## src/include/phy_regs_defs.svh

```systemverilog
`ifndef PHY_REGS_DEFS_SVH
`define PHY_REGS_DEFS_SVH

// ----------------------------------------------------------------
// register indices (byte address = index * 4)
// ----------------------------------------------------------------
`define BMC_IDX 10'h000
`define EVT_IDX 10'h010
`define CDG_IDX 10'h18a
`define LCD2_IDX 10'h215
`define LCD3_IDX 10'h21d

// ----------------------------------------------------------------
// basic_mode_control field positions
// ----------------------------------------------------------------
`define BMC_RESET_BIT 15
`define BMC_LOOP_BIT 14
`define BMC_SPEED_BIT 13
`define BMC_AN_EN_BIT 12
`define BMC_PDOWN_BIT 11
`define BMC_ISO_BIT 10
`define BMC_RESTART_BIT 9
`define BMC_DUPLEX_BIT 8
`define BMC_COLTEST_BIT 7

// ----------------------------------------------------------------
// event status register layout
// ----------------------------------------------------------------
`define EVT_CAP_BIT 15
`define EVT_CAP_VAL 1'b1
`define EVT_CNT_LSB 4
`define EVT_CNT_W 8
`define EVT_LINK_BIT 2
`define EVT_FAULT_BIT 1
`define EVT_ENERGY_BIT 0

// ----------------------------------------------------------------
// diagnostic result masks, reserved bits read zero
// ----------------------------------------------------------------
`define CDG_MASK 16'hfffc
`define LCD2_MASK 16'h00ff
`define LCD3_MASK 16'h0fff

// ----------------------------------------------------------------
// timing
// ----------------------------------------------------------------
`define CLK_PERIOD_NS 8
`define SRESET_NS 1000
`define SRESET_CYC ((`SRESET_NS + `CLK_PERIOD_NS - 1) / `CLK_PERIOD_NS)
`define STRAP_SETTLE_CYC 3
`define COL_DEASSERT_BITS 4
`define BIT_NS_100M 10
`define COL_DEASSERT_CYC ((`COL_DEASSERT_BITS * `BIT_NS_100M) / `CLK_PERIOD_NS)

`endif

```

## src/include/phy_regs_pkg.sv

```systemverilog
package phy_regs_pkg;

    // control sequencer, gray along load -> run -> soft reset
    typedef enum logic [1:0] {
        ST_LOAD = 2'b00,
        ST_RUN = 2'b01,
        ST_SRESET = 2'b11
    } ctl_state_t;

    // access behaviour of a status field
    typedef enum logic [1:0] {
        FLAG_LH = 2'b00,
        FLAG_LL = 2'b01,
        FLAG_COR = 2'b10,
        FLAG_SC = 2'b11
    } flag_mode_t;

endpackage

```

## src/rtl/phy_basic_mode_control_regs.sv

```systemverilog
// The APB register port is this design's own decision.
`include "phy_regs_defs.svh"

// Overview of operation
// - writing reset bit resets port, relatches straps; reads one until done
// - loopback bit returns mii transmit data onto mii receive lines
// - with negotiation off, speed bit picks 100 (one) or 10 (zero); strap default
// - negotiation enable set ignores forced speed and duplex bits
// - power-down bit ORed with active-low pin; pin assertion sets the bit
// - powered down, only register access keeps working
// - isolate bit disconnects the mii; management access still works
// - strap-defaulted fields reload from strap pins after every reset
// - latched-high/low fields hold their event state until read
// - clear-on-read fields return value on read, then clear
// - fixed read-only fields always read their default, ignore writes
// - tracking flags follow their event without software action
// - restart bit restarts negotiation only when enabled, clears once started
// - with negotiation off, duplex bit picks full (one) or half; strap default
// - collision test raises collision after tx enable, drops within 4 bit times
module phy_basic_mode_control_regs (
    input wire logic pclk,
    input wire logic presetn,
    input wire logic [11:0] paddr,
    input wire logic psel,
    input wire logic penable,
    input wire logic pwrite,
    input wire logic [31:0] pwdata,
    output logic [31:0] prdata,
    output logic pready,
    output logic pslverr,
    input wire logic strap_speed_100,
    input wire logic strap_autoneg_en,
    input wire logic strap_full_duplex,
    input wire logic interrupt_powerdown_pin_n,
    input wire logic [3:0] mii_txd,
    input wire logic mii_tx_en,
    output logic [3:0] mii_rxd,
    output logic mii_rx_dv,
    output logic mii_col,
    output logic mii_out_oe,
    input wire logic [3:0] phy_rxd,
    input wire logic phy_rx_dv,
    input wire logic phy_col,
    output logic [3:0] core_txd,
    output logic core_tx_en,
    output logic core_soft_reset,
    output logic core_power_down,
    input wire logic an_speed_100,
    input wire logic an_full_duplex,
    input wire logic an_started,
    output logic an_enable,
    output logic an_restart,
    output logic link_speed_100,
    output logic link_full_duplex,
    input wire logic link_ok,
    input wire logic fault_event,
    input wire logic energy_present,
    input wire logic false_carrier_event,
    input wire logic [15:0] diag_general,
    input wire logic [15:0] diag_two,
    input wire logic [15:0] diag_three
);

    // ----------------------------------------------------------------
    // pin synchronisers
    // ----------------------------------------------------------------
    logic [8:0] pin_s1_reg;
    logic [8:0] pin_s2_reg;
    logic strap_speed_s, strap_an_s, strap_dup_s, pwdn_n_s, tx_en_s;
    logic [3:0] txd_s;

    // mii tx bits come from the mac clock; sampled twice like any pin
    always_ff @(posedge pclk or negedge presetn) begin
        if (!presetn) begin
            pin_s1_reg <= 9'h100;
            pin_s2_reg <= 9'h100;
        end else begin
            pin_s1_reg <= {interrupt_powerdown_pin_n, strap_speed_100, strap_autoneg_en,
                           strap_full_duplex, mii_tx_en, mii_txd};
            pin_s2_reg <= pin_s1_reg;
        end
    end
    assign {pwdn_n_s, strap_speed_s, strap_an_s, strap_dup_s, tx_en_s, txd_s} = pin_s2_reg;

    // ----------------------------------------------------------------
    // apb decode
    // ----------------------------------------------------------------
    logic [9:0] idx;
    logic setup, access, wr_bmc, rd_setup, mapped;
    assign idx = paddr[11:2];
    assign setup = psel & ~penable;
    assign access = psel & penable;
    assign mapped = (idx == `BMC_IDX) || (idx == `EVT_IDX) || (idx == `CDG_IDX) ||
                    (idx == `LCD2_IDX) || (idx == `LCD3_IDX);
    assign rd_setup = setup & ~pwrite & mapped;
    assign pready = 1'b1; // zero wait states
    assign pslverr = access & ~mapped;

    // ----------------------------------------------------------------
    // reset sequencer
    // ----------------------------------------------------------------
    phy_regs_pkg::ctl_state_t state_reg;
    logic [7:0] cnt_reg;
    logic running, load_now;
    assign running = (state_reg == phy_regs_pkg::ST_RUN);
    assign wr_bmc = access & pwrite & (idx == `BMC_IDX) & running;
    assign load_now = (state_reg == phy_regs_pkg::ST_LOAD) && (cnt_reg == 8'h00);

    // after hardware reset wait for the strap synchroniser to fill
    always_ff @(posedge pclk or negedge presetn) begin
        if (!presetn) begin
            state_reg <= phy_regs_pkg::ST_LOAD;
            cnt_reg <= 8'(`STRAP_SETTLE_CYC - 1);
        end else begin
            case (state_reg)
                phy_regs_pkg::ST_LOAD: begin
                    if (cnt_reg == 8'h00) begin
                        state_reg <= phy_regs_pkg::ST_RUN;
                    end else begin
                        cnt_reg <= cnt_reg - 8'h01;
                    end
                end
                phy_regs_pkg::ST_RUN: begin
                    if (wr_bmc && pwdata[`BMC_RESET_BIT]) begin
                        state_reg <= phy_regs_pkg::ST_SRESET;
                        cnt_reg <= 8'(`SRESET_CYC - 1);
                    end
                end
                phy_regs_pkg::ST_SRESET: begin
                    if (cnt_reg == 8'h00) begin
                        state_reg <= phy_regs_pkg::ST_LOAD;
                    end else begin
                        cnt_reg <= cnt_reg - 8'h01;
                    end
                end
                default: begin
                    state_reg <= phy_regs_pkg::ST_LOAD;
                    cnt_reg <= 8'h00;
                end
            endcase
        end
    end
    assign core_soft_reset = ~running;

    // ----------------------------------------------------------------
    // control bits
    // ----------------------------------------------------------------
    logic loop_reg, speed_reg, an_en_reg, pd_reg, iso_reg, restart_reg;
    logic duplex_reg, coltest_reg;

    // plain control bits return to zero while a soft reset runs
    always_ff @(posedge pclk or negedge presetn) begin
        if (!presetn) begin
            loop_reg <= 1'b0;
            iso_reg <= 1'b0;
            coltest_reg <= 1'b0;
        end else if (state_reg == phy_regs_pkg::ST_SRESET) begin
            loop_reg <= 1'b0;
            iso_reg <= 1'b0;
            coltest_reg <= 1'b0;
        end else if (wr_bmc) begin
            loop_reg <= pwdata[`BMC_LOOP_BIT];
            iso_reg <= pwdata[`BMC_ISO_BIT];
            coltest_reg <= pwdata[`BMC_COLTEST_BIT];
        end
    end

    // strap-defaulted bits are relatched on every pass through load
    always_ff @(posedge pclk or negedge presetn) begin
        if (!presetn) begin
            speed_reg <= 1'b1;
            an_en_reg <= 1'b1;
            duplex_reg <= 1'b1;
        end else if (load_now) begin
            speed_reg <= strap_speed_s;
            an_en_reg <= strap_an_s;
            duplex_reg <= strap_dup_s;
        end else if (wr_bmc) begin
            speed_reg <= pwdata[`BMC_SPEED_BIT];
            an_en_reg <= pwdata[`BMC_AN_EN_BIT];
            duplex_reg <= pwdata[`BMC_DUPLEX_BIT];
        end
    end

    // the pin holds the bit set; software cannot clear it while low
    always_ff @(posedge pclk or negedge presetn) begin
        if (!presetn) begin
            pd_reg <= 1'b0;
        end else if (!pwdn_n_s) begin
            pd_reg <= 1'b1;
        end else if (state_reg == phy_regs_pkg::ST_SRESET) begin
            pd_reg <= 1'b0;
        end else if (wr_bmc) begin
            pd_reg <= pwdata[`BMC_PDOWN_BIT];
        end
    end
    assign core_power_down = pd_reg | ~pwdn_n_s;

    // restart only taken with negotiation enabled in the same write
    always_ff @(posedge pclk or negedge presetn) begin
        if (!presetn) begin
            restart_reg <= 1'b0;
        end else if (state_reg == phy_regs_pkg::ST_SRESET) begin
            restart_reg <= 1'b0;
        end else if (wr_bmc && pwdata[`BMC_RESTART_BIT] && pwdata[`BMC_AN_EN_BIT]) begin
            restart_reg <= 1'b1;
        end else if (an_started) begin
            restart_reg <= 1'b0;
        end
    end
    assign an_restart = restart_reg;
    assign an_enable = an_en_reg;

    // effective mode: negotiated result wins while negotiation is on
    always_ff @(posedge pclk or negedge presetn) begin
        if (!presetn) begin
            link_speed_100 <= 1'b1;
            link_full_duplex <= 1'b1;
        end else begin
            link_speed_100 <= an_en_reg ? an_speed_100 : speed_reg;
            link_full_duplex <= an_en_reg ? an_full_duplex : duplex_reg;
        end
    end

    // ----------------------------------------------------------------
    // mii data path
    // ----------------------------------------------------------------
    logic active;
    assign active = ~core_power_down & ~iso_reg & running;

    // outputs rest at zero when isolated or powered down
    always_ff @(posedge pclk or negedge presetn) begin
        if (!presetn) begin
            mii_rxd <= 4'h0;
            mii_rx_dv <= 1'b0;
            mii_col <= 1'b0;
            core_txd <= 4'h0;
            core_tx_en <= 1'b0;
        end else if (!active) begin
            mii_rxd <= 4'h0;
            mii_rx_dv <= 1'b0;
            mii_col <= 1'b0;
            core_txd <= 4'h0;
            core_tx_en <= 1'b0;
        end else begin
            mii_rxd <= loop_reg ? txd_s : phy_rxd;
            mii_rx_dv <= loop_reg ? tx_en_s : phy_rx_dv;
            mii_col <= coltest_reg ? tx_en_s : (phy_col & ~loop_reg);
            core_txd <= txd_s;
            core_tx_en <= tx_en_s & ~loop_reg; // looped frames stay off the wire
        end
    end
    assign mii_out_oe = ~iso_reg;

    // ----------------------------------------------------------------
    // status fields
    // ----------------------------------------------------------------
    logic evt_rd, st_en, st_link, st_fault, st_energy;
    logic [`EVT_CNT_W-1:0] st_cnt;
    assign evt_rd = rd_setup & (idx == `EVT_IDX);
    assign st_en = ~core_power_down;

    status_flag_cell #(.MODE(phy_regs_pkg::FLAG_LL), .WIDTH(1)) link_cell (
        .pclk(pclk), .presetn(presetn), .enable(st_en), .event_in(link_ok),
        .read_clear(evt_rd), .value(st_link));
    status_flag_cell #(.MODE(phy_regs_pkg::FLAG_LH), .WIDTH(1)) fault_cell (
        .pclk(pclk), .presetn(presetn), .enable(st_en), .event_in(fault_event),
        .read_clear(evt_rd), .value(st_fault));
    status_flag_cell #(.MODE(phy_regs_pkg::FLAG_SC), .WIDTH(1)) energy_cell (
        .pclk(pclk), .presetn(presetn), .enable(st_en), .event_in(energy_present),
        .read_clear(evt_rd), .value(st_energy));
    status_flag_cell #(.MODE(phy_regs_pkg::FLAG_COR), .WIDTH(`EVT_CNT_W)) carrier_cell (
        .pclk(pclk), .presetn(presetn), .enable(st_en), .event_in(false_carrier_event),
        .read_clear(evt_rd), .value(st_cnt));

    // ----------------------------------------------------------------
    // read path
    // ----------------------------------------------------------------
    logic [15:0] rd_mux;

    // reserved bits read zero; the fixed capability bit ignores writes
    always_comb begin
        rd_mux = 16'h0000;
        case (idx)
            `BMC_IDX: begin
                rd_mux[`BMC_RESET_BIT] = ~running;
                rd_mux[`BMC_LOOP_BIT] = loop_reg;
                rd_mux[`BMC_SPEED_BIT] = speed_reg;
                rd_mux[`BMC_AN_EN_BIT] = an_en_reg;
                rd_mux[`BMC_PDOWN_BIT] = core_power_down;
                rd_mux[`BMC_ISO_BIT] = iso_reg;
                rd_mux[`BMC_RESTART_BIT] = restart_reg;
                rd_mux[`BMC_DUPLEX_BIT] = duplex_reg;
                rd_mux[`BMC_COLTEST_BIT] = coltest_reg;
            end
            `EVT_IDX: begin
                rd_mux[`EVT_CAP_BIT] = `EVT_CAP_VAL;
                rd_mux[`EVT_CNT_LSB +: `EVT_CNT_W] = st_cnt;
                rd_mux[`EVT_LINK_BIT] = st_link;
                rd_mux[`EVT_FAULT_BIT] = st_fault;
                rd_mux[`EVT_ENERGY_BIT] = st_energy;
            end
            `CDG_IDX: rd_mux = diag_general & `CDG_MASK;
            `LCD2_IDX: rd_mux = diag_two & `LCD2_MASK;
            `LCD3_IDX: rd_mux = diag_three & `LCD3_MASK;
            default: rd_mux = 16'h0000;
        endcase
    end

    // captured in the setup cycle, so clear-on-read clears at that same edge
    always_ff @(posedge pclk or negedge presetn) begin
        if (!presetn) begin
            prdata <= 32'h0000_0000;
        end else if (rd_setup) begin
            prdata <= {16'h0000, rd_mux};
        end
    end

    // ----------------------------------------------------------------
    // checks
    // ----------------------------------------------------------------
    localparam int COL_OFF_MAX = `COL_DEASSERT_CYC;
endmodule

```

## src/rtl/status_flag_cell.sv

```systemverilog
// ----------------------------------------------------------------
// one status field with latched, clear-on-read or tracking behaviour
// ----------------------------------------------------------------
module status_flag_cell #(
    parameter phy_regs_pkg::flag_mode_t MODE = phy_regs_pkg::FLAG_LH,
    parameter int WIDTH = 1
) (
    input wire logic pclk,
    input wire logic presetn,
    input wire logic enable,
    input wire logic event_in,
    input wire logic read_clear,
    output logic [WIDTH-1:0] value
);

    logic evt_on;
    logic [WIDTH-1:0] value_reg;

    // in power down an event is treated as absent; ll ignores drops
    assign evt_on = (MODE == phy_regs_pkg::FLAG_LL) ? (event_in | ~enable) : (event_in & enable);
    assign value = value_reg;

    // the event wins over a read in the same edge
    always_ff @(posedge pclk or negedge presetn) begin
        if (!presetn) begin
            value_reg <= '0;
        end else begin
            case (MODE)
                phy_regs_pkg::FLAG_LH: begin
                    if (evt_on) begin
                        value_reg <= WIDTH'(1);
                    end else if (read_clear) begin
                        value_reg <= '0;
                    end
                end
                phy_regs_pkg::FLAG_LL: begin
                    if (!evt_on) begin
                        value_reg <= '0;
                    end else if (read_clear) begin
                        value_reg <= WIDTH'(1);
                    end
                end
                phy_regs_pkg::FLAG_COR: begin
                    if (read_clear) begin
                        value_reg <= WIDTH'(evt_on);
                    end else if (evt_on && !(&value_reg)) begin
                        value_reg <= value_reg + WIDTH'(1);
                    end
                end
                default: begin
                    value_reg <= WIDTH'(evt_on);
                end
            endcase
        end
    end
endmodule

```

## config.mk

```make
export PLATFORM = sky130hd
export DESIGN_NAME = phy_basic_mode_control_regs
export DESIGN_NICKNAME = d
export VERILOG_FILES = /design/src/include/phy_regs_pkg.sv /design/src/rtl/phy_basic_mode_control_regs.sv /design/src/rtl/status_flag_cell.sv
export VERILOG_INCLUDE_DIRS = /design/src /design/src/include
export SDC_FILE = /design/constraint.sdc
export NUM_CORES = 1
export LEC_CHECK = 0
export BUFFER_PORTS_ARGS = -buffer_cell sky130_fd_sc_hd__clkbuf_2
export CAP_MARGIN = 15
export CORE_MARGIN = 2
export CORE_UTILIZATION = 40
export CTS_CLUSTER_SIZE = 25
export DETAILED_ROUTE_END_ITERATION = 12
export GPL_TIMING_DRIVEN = 0
export PLACE_DENSITY = 0.72
export SKIP_LAST_GASP = 1
export SYNTH_ARGS = -nofsm -noshare
export SYNTH_HDL_FRONTEND = slang
export SYNTH_HIERARCHICAL = 1
export SYNTH_SLANG_ARGS = --single-unit
```

## constraint.sdc

```tcl
create_clock -name pclk -period 2.5 [get_ports pclk]
set_input_delay 0.125 -clock pclk [delete_from_list [all_inputs] [get_ports pclk]]
set_output_delay 0.125 -clock pclk [all_outputs]
set_load 0.05 [all_outputs]
```

Word-level counts from Yosys, hierarchy flattened
Cells that the tools add are included.
- register bits after elaboration: 76
- input port bits: 119
- output and inout bits: 52
- word-level logic and storage cells: 133
- add/subtract/negate cells: 2
- equality and inequality tests: 12
- multiplexer cells: 47
- bitwise operators: 26
- reductions and logical operators: 22
- operators with widths (cell ; count):
    $mux 8 ; 4
    $mux 1 ; 29
    $pmux 5 s5 ; 1
    $pmux 3 s4 ; 2
    $eq 10x10->1 const B ; 2
    $and 1x1->1 ; 16
    $pmux 8 s2 ; 1
    $mux 4 ; 3
    $eq 10x5->1 const B ; 1
    $eq 10x9->1 const B ; 1
    $logic_not 10->1 ; 1
    $add 8x1->8 const B ; 1
    $logic_not 8->1 ; 1
    $not 1->1 ; 8
    $reduce_and 8->1 ; 1
    $reduce_bool 2->1 ; 4
    $sub 8x1->8 const B ; 1
    $mux 2 ; 3
    $ne 2x1->1 const B ; 3
    $pmux 1 s3 ; 2
    $pmux 2 s3 ; 1
    $pmux 3 s2 ; 1
    $logic_and 1x1->1 ; 5
    $logic_or 1x1->1 ; 4
    11 further kinds ; 13

Longest topological paths before layout
Gate-level depths: netlist (run 1).
- depth after elaboration: 9
- depth in mapped cells: 9
- depth with buffers taken out: 7

Hierarchy
The synthesis (run 1) kept the hierarchy.
- modules (own cells, without submodules) (module ; times used ; cells each ; area an instance (um^2) ; sequential area each (um^2)):
    phy_basic_mode_control_regs ; 1 ; 319 ; 3243.1 ; 1636.6
    status_flag_cell (carrier_cell) ; 1 ; 49 ; 439.2 ; 200.2
    status_flag_cell (fault_cell) ; 1 ; 4 ; 41.3 ; 25.0
    status_flag_cell (link_cell) ; 1 ; 4 ; 37.5 ; 25.0
    status_flag_cell (energy_cell) ; 1 ; 2 ; 31.3 ; 25.0

Least setup slack after synthesis (run 1)
Ideal clock, no wire load.
- path kind: input port to output port
- start: in paddr[2]
- end: out pslverr
- arrival time: 2056 ps
- data required time: 2375 ps
- path slack: 319 ps
- stages on the path: 5
- path buffers: 1
- path through: clkbuf_1 -> nor4_2 -> o2111ai_1 -> nand2b_1 -> nor3_1
- word-level cells in the longest chain between the ends: 7
- elaborated cells between the ends (all ways): 11
- RTL lines (item ; line ; RTL):
    start: declaration ; phy_basic_mode_control_regs.sv:23 ; input wire logic [11:0] paddr,
    $eq 10x5->1 / $logic_not 10->1 (equally long branches) ; -- ;
    $logic_or 1x1->1 (3 in series) ; phy_basic_mode_control_regs.sv:93 ; assign mapped = (idx == `BMC_IDX) || (idx == `EVT_IDX) || (idx == `CDG_IDX) ||
    $logic_or 1x1->1 * ; phy_basic_mode_control_regs.sv:93 ;
    $not 1->1 * ; phy_basic_mode_control_regs.sv:97 ; assign pslverr = access & ~mapped;
    $and 1x1->1 * ; phy_basic_mode_control_regs.sv:97 ;
    end: declaration ; phy_basic_mode_control_regs.sv:30 ; output logic pslverr,
Every way passes the cells marked *; elsewhere a longest branch is shown, timed or not.

Worst setup path in the final report (run 1)
- start: in paddr[6]
- end: out pslverr
Same word-level chain as after synthesis.

==> impl_results.md, run 1 <==
* Outcome: completed
* Power per cell area at 795 nW/um^2
* Slew Limit Fails at 0
* Core area at just over 9000 um^2
* Final WS setup at 0.215 ns
* Clock transition at the registers of the reported paths at around 0.09 ns
* Port Buf Inserts at between 100 and 150
* Total Power Consumption at about 0.004 W
* Setup violators final at 0
* Starting Density at 41.0%
* Largest net degree at the start of global routing at 53
* R2r setup slk at ~0.30 ns
* WP data arrival at ~2.2 ns
* Most frequent cells in the layout: clkbuf_2, dfrtp_1, nor2_1, nand2_1, o21ai_0
* CP startpoint kind: input port
* Netlist cell types at 57
* Final Wtd Congestion at roughly 0.87
* Clock sink count at 76
* Initial DRC Count at about 140
* Hold WC Path Type: in2reg
* Clock tree buffer depth at 2
* Headroom to the max-slew limit at between 30% and 40%
* Post-synthesis area per instance at approximately 10 um^2
* Via density per instance at just over 5
* Global-route wire length before repair at 15.8 mm
* Post-synth ARST share at 100%
* Worst Setup Path Type: in2out
* Post-DP HPWL at between 7 and 8 mm
* Ys Warns at 6
* TritonCTS Buffers at 9
* Die ar. at about 10000 um^2
* Synth-to-Final Area Change at 32.1%
* Number of max-cap violations at 0
* Post-synth top flop: dfrtp_1
* Post-synthesis sequential area ratio at roughly half
* Final Hold Vio Count at 0
* Post-route ant nets at 0
* Routed WL per cell at between 15 and 20 um
* First-pass iteration count of the detailed router at 5
* Worst Setup End Kind: output port
* Required @ worst endpoint at roughly 2.4 ns
* Grt ovf at 0
* Layout cells sized above 1 at roughly a third
* Crit path time final at 2.28 ns
* Lkg Pwr at between 2 and 2.5 nW
* Max Clk Rate at around 440 MHz
* Std-Cell Rows at 35
* Vias in the first global route at between 3k and 4k
* I/O pins at 171
* Die X at 101 um
* Fin Setup TNS at 0 ns
* Peak supply drop at 0.474 mV
* Post-Syn Area at around 3800 um^2
* Final Skew at approximately 0.0037 ns
* Pre-CTS setup slack at 0.105 ns
* Fin nets at roughly 660
* FILL cells at around 840
* Antenna violations before repair at 0
* Post-route insts no fill at about 670
* # DRC at 0
* Synth Instances at 378
* Max reg flops at 16
* Number of synthesized flops with an enable pin at 0
* Final core utilization at a little over half
* Die Y-Extent at just over 100 um
* Register bit total from synthesis at 76
* GRT Total Usage at 20.1%
* CTS tree: built
* Least-Margin Pin Slew at around 0.93 ns
* Clk_lat worst skew at between 0.3 and 0.4 ns
* Period utilisation layout at between 90% and 100%
* RSZ-0062 raised after global routing: false
* Routed via count at between 3k and 4k
* Placed Cells at around 640
* Commonest non-fill, non-tap cell in the layout: clkbuf_2
* Worst-path maximum fanout at 9
* CTS root buf: clkbuf_8
* H-tree levels at 3
* Antenna Cells at 0
* Final wirelength at around 10 mm
[repair_timing]
| item | 4_1_cts | 5_1_grt |
|---|---|---|
| endpoints found under the setup margin | 0 | 6 |
| hold buffers | 19 | 0 |
| gates resized for setup | 0 | 2 |
| buffers inserted | 0 | 0 |
| hold endpoints to repair | 40 | 0 |
[path summary, 6_finish.rpt]
check,from,end,depth (start not counted)
setup / recovery,paddr[6],pslverr,6
hold / removal,phy_rxd[1],mii_rxd[1],3
setup reg to reg,state_reg[0],cnt_reg[7],7
hold reg to reg,pin_s1_reg[2],pin_s2_reg[2],0
max in group asynchronous,presetn,pin_s1_reg[8],3
min in group asynchronous,presetn,cnt_reg[0],2
[kinds of logic after synthesis]
kind of cell	after synthesis	synth area share, %
XOR/XNOR	1	0.231
AO/OA/AOI/OAI	86	15.4
buffers and inverters	47	6.66
multiplexers	23	6.14
adder cells (fa/ha/maj)	7	2.31
flip-flops	76	50.4
AND/OR/NAND/NOR	136	18.6
other	2	0.198
[synth_stat cells (2+ instances only)]
library cell | instances | share of area [%]
nand3_1 | 8 | 1.1
o31ai_1 | 3 | 0.59
a21oi_1 | 18 | 2.4
nor2_1 | 43 | 4.3
dfstp_2 | 8 | 5.5
and3_1 | 4 | 0.66
clkbuf_1 | 7 | 0.69
or3_1 | 4 | 0.66
nor3_1 | 14 | 1.8
o21ai_0 | 22 | 2.9
a21oi_2 | 4 | 0.92
o22ai_1 | 4 | 0.66
and2_1 | 7 | 1.2
nand2_1 | 23 | 2.3
nand4_1 | 3 | 0.49
or4_1 | 5 | 0.99
a31oi_1 | 2 | 0.33
nor4_2 | 2 | 0.66
mux2_2 | 2 | 0.59
dfrtp_1 | 68 | 45
ha_1 | 7 | 2.3
and4_1 | 2 | 0.46
a22oi_1 | 11 | 2.2
inv_1 | 17 | 1.7
nand2b_1 | 6 | 0.99
conb_1 | 2 | 0.20
nor4_1 | 3 | 0.49
nor4b_1 | 3 | 0.69
buf_4 | 18 | 3.6
o41ai_1 | 2 | 0.46
a222oi_1 | 3 | 0.79
buf_1 | 3 | 0.30
a22o_1 | 5 | 1.2
or2_2 | 2 | 0.33
mux2i_1 | 21 | 5.5
[layout make-up]
type	instances	area (um^2)	share of cell area, %
repair buffers	133	786	15.7
multi-input cells	270	1680	33.6
clock inverters	7	87.6	1.75
plain buffers	30	190	3.80
flip-flops and latches	76	1910	38.2
clock buffers	9	124	2.47
inverters	17	63.8	1.27
well taps	129	161	3.22
[worst max-delay path, stage by stage]
cell,delay (ns)
clkbuf_2,0.13
or4_4,0.55
nor4_2,0.78
nand2b_1,0.24
nor3_1,0.08
clkbuf_2,0.24
[stage by stage]
stage	hold WS (ns)	area, um^2
final	0.0132	5010
after global routing	0.00208	5010
after CTS	0.00307	5010
after detailed placement	0.103	4610
after global placement	0.215	4580
after floorplan	-0.171	3850
[per-layer routing]
metal  part of all wire (%)  routed length (um)  GRT usage (%)  vias to the layer above
li1                       -                   -              -                     1642
met1                     42                4200           25.0                     1648
met2                     49                4920           34.1                      153
met3                    8.7                 879           6.07                       10
met4                    1.1                 108           5.93                        0
met5                      0                   0              0                        -
[power by group]
part / switching (W) / internal (W) / total [W]
registers: 0.000159 / 0.00145 / 0.00160
clock network: 0.000541 / 0.000490 / 0.00103
logic: 0.000851 / 0.000494 / 0.00135
Note: power is estimated with default switching activity, not from simulation.
==> inputs of run 2 (changes only) <==
Settings changed: CORE_UTILIZATION 40 to 45, PLACE_DENSITY 0.72 to 0.79, RECOVER_POWER set to 25.
==> impl_results.md, run 2 (synthesis results as in run 1) <==
* I/O pins at 171 (unchanged)
* Least-Margin Pin Slew at 1.10 ns (+0.172 ns)
* Clock transition at the registers of the reported paths at 0.09 ns (about the same)
* Design Area, Final at 4900 um^2 (-2.2%)
* Die ar. at 9180 um^2 (-11%)
* Max Clk Rate at 445 MHz (+1.7%)
* Antenna violations before repair at 1 (+1)
* Postcts setup bufs at 0 (unchanged)
* Die Y-Extent at 95.8 um (-5.5%)
* Port Buf Inserts at 113 (unchanged)
* Global-route wire length before repair at 15.6 mm (-1.1%)
* Antenna Cells at 0 (unchanged)
* Clock sink count at 76 (unchanged)
* Pre-CTS setup slack at 0.136 ns (+0.0307 ns)
* Routed WL per cell at 15.4 um (+2.3%)
* Power per cell area at 805 nW/um^2 (+1.3%)
* Period utilisation layout at 89.9% (-1.5 points)
* Core area at 8180 um^2 (-12%)
* Final Skew at 0.00887 ns (+0.00516 ns)
* Placed Cells at 612 (-3.8%)
* # DRC at 0 (unchanged)
* Clk_lat worst skew at 0.35 ns (about the same)
* GRT Total Usage at 22.2% (+2.1 points)
* Routed via count at 3426 (-0.78%)
* Outcome: completed
* Most frequent cells in the layout: clkbuf_2, dfrtp_1, nor2_1, nand2_1, o21ai_0
* Final Hold Vio Count at 0 (unchanged)
* Final wirelength at 9.88 mm (-2.2%)
* Initial DRC Count at 192 (+42%)
* Layout cells sized above 1 at 32.6% (+0.18 points)
* Largest net degree at the start of global routing at 58 (+9.4%)
* Die X at 95.8 um (-5.5%)
* Clock tree buffer depth at 2 (unchanged)
* Final Wtd Congestion at 0.874 (+0.66%)
* Required @ worst endpoint at 2.38 ns (about the same)
* Hold WC Path Type: in2reg
* Peak supply drop at 0.591 mV (+25%)
* Worst Setup Path Type: in2out
* CTS tree: built
* FILL cells at 715 (-14%)
* Area occupied by multi-input gates at 1680 um^2 (unchanged)
* Crit path time final at 2.25 ns (-0.0377 ns)
* Number of max-cap violations at 0 (unchanged)
* Starting Density at 46.4% (+5.3 points)
* Commonest non-fill, non-tap cell in the layout: clkbuf_2
* CTS root buf: clkbuf_8
* Lkg Pwr at 2.36 nW (-1.5%)
* Worst-path maximum fanout at 9 (unchanged)
* CP startpoint kind: input port
* Final WS setup at 0.253 ns (+0.0377 ns)
* Setup violators final at 0 (unchanged)
* Synth-to-Final Area Change at 29.1%
* RSZ-0062 raised after global routing: false
* WP data arrival at 2.12 ns (-0.04 ns)
* TritonCTS Buffers at 9 (unchanged)
* Via density per instance at 5.34 (+3.9%)
* H-tree levels at 3 (unchanged)
* Storage cell area at 1910 um^2 (unchanged)
* Fin Setup TNS at 0 ns (unchanged)
* Total Power Consumption at 0.00394 W (-0.94%)
* Post-DP HPWL at 7.59 mm (-0.57%)
* Post-route insts no fill at 641 (-4.5%)
* First-pass iteration count of the detailed router at 6 (+1)
* Area post-placement at 4580 um^2 (-0.65%)
* Std-Cell Rows at 33 (-5.7%)
* Vias in the first global route at 3311 (-0.33%)
* Worst Setup End Kind: output port
* Fin nets at 657 (-0.90%)
* Slew Limit Fails at 0 (unchanged)
* Max reg flops at 16 (unchanged)
* Grt ovf at 0 (unchanged)
* Headroom to the max-slew limit at 26.8% (-11 points)
* Post-route ant nets at 0 (unchanged)
run 2: cell types whose count changed in the layout (fill, tap and decap cells not counted), sizes merged:
cell         change
dlygate4sd3      -6
inv              -1
buf              -1
clkbuf           +1
clkinv           +1
run 2: path summary, 6_finish.rpt:
kind                                     from             to  slack [ns]  depth (start not counted)
worst max-delay path                 paddr[7]        pslverr        0.25                          6
min in group asynchronous             presetn     prdata[14]        0.49                          2
max in group asynchronous             presetn     cnt_reg[6]        0.59                          3
worst max register to register   state_reg[0]     cnt_reg[7]        0.33                          7
worst min-delay path               phy_rxd[0]     mii_rxd[0]        0.01                          3
worst min register to register  pin_s1_reg[6]  pin_s2_reg[6]        0.35                          0
run 2: layer usage:
metal,share of wire [%],track usage (%),routed length [um]
met1,40,27.5,3980
met2,49,37.3,4840
met3,9.2,6.73,912
met4,1.5,7.02,147
met5,0,0,0
run 2: repair_timing:
item                                    in CTS  in global routing
hold buffers                                13                  0
gates resized for setup                      0                  2
endpoints found under the setup margin       0                  1
hold endpoints to repair                    31                  0
run 2: critical path: stages:
cell      delay [ns]
clkbuf_2        0.12
or4_4           0.57
nor4_2          0.75
nand2b_1        0.23
nor3_1          0.09
clkbuf_2        0.24
run 2: where the power goes:
group | total (W) | internal, W | leakage, nW | switching [W]
clock | 0.00101 | 0.000491 | 0.110 | 0.000521
sequential | 0.00160 | 0.00145 | 0.941 | 0.000154
combinational | 0.00133 | 0.000485 | 1.31 | 0.000846
total | 0.00394 | 0.00242 | 2.36 | 0.00152
run 2: per-stage QoR:
step           util (%)  hold WS (ns)
2_1_floorplan         -        -0.171
3_3_place_gp       55.6         0.214
3_5_place_dp       56.0        0.0697
4_1_cts            60.2       0.00238
5_1_grt            59.9       0.00324
6_report           59.9        0.0121
run 2: area by class of cell:
| type | count | share of cell area (%) |
|---|---|---|
| Sequential cell | 76 | 39.0 |
| Multi-Input combinational cell | 270 | 34.4 |
| Timing Repair Buffer | 127 | 14.3 |
| Buffer | 30 | 3.88 |
| Tap cell | 105 | 2.68 |
| Clock buffer | 9 | 2.53 |
| Clock inverter | 7 | 1.84 |
| Inverter | 17 | 1.30 |
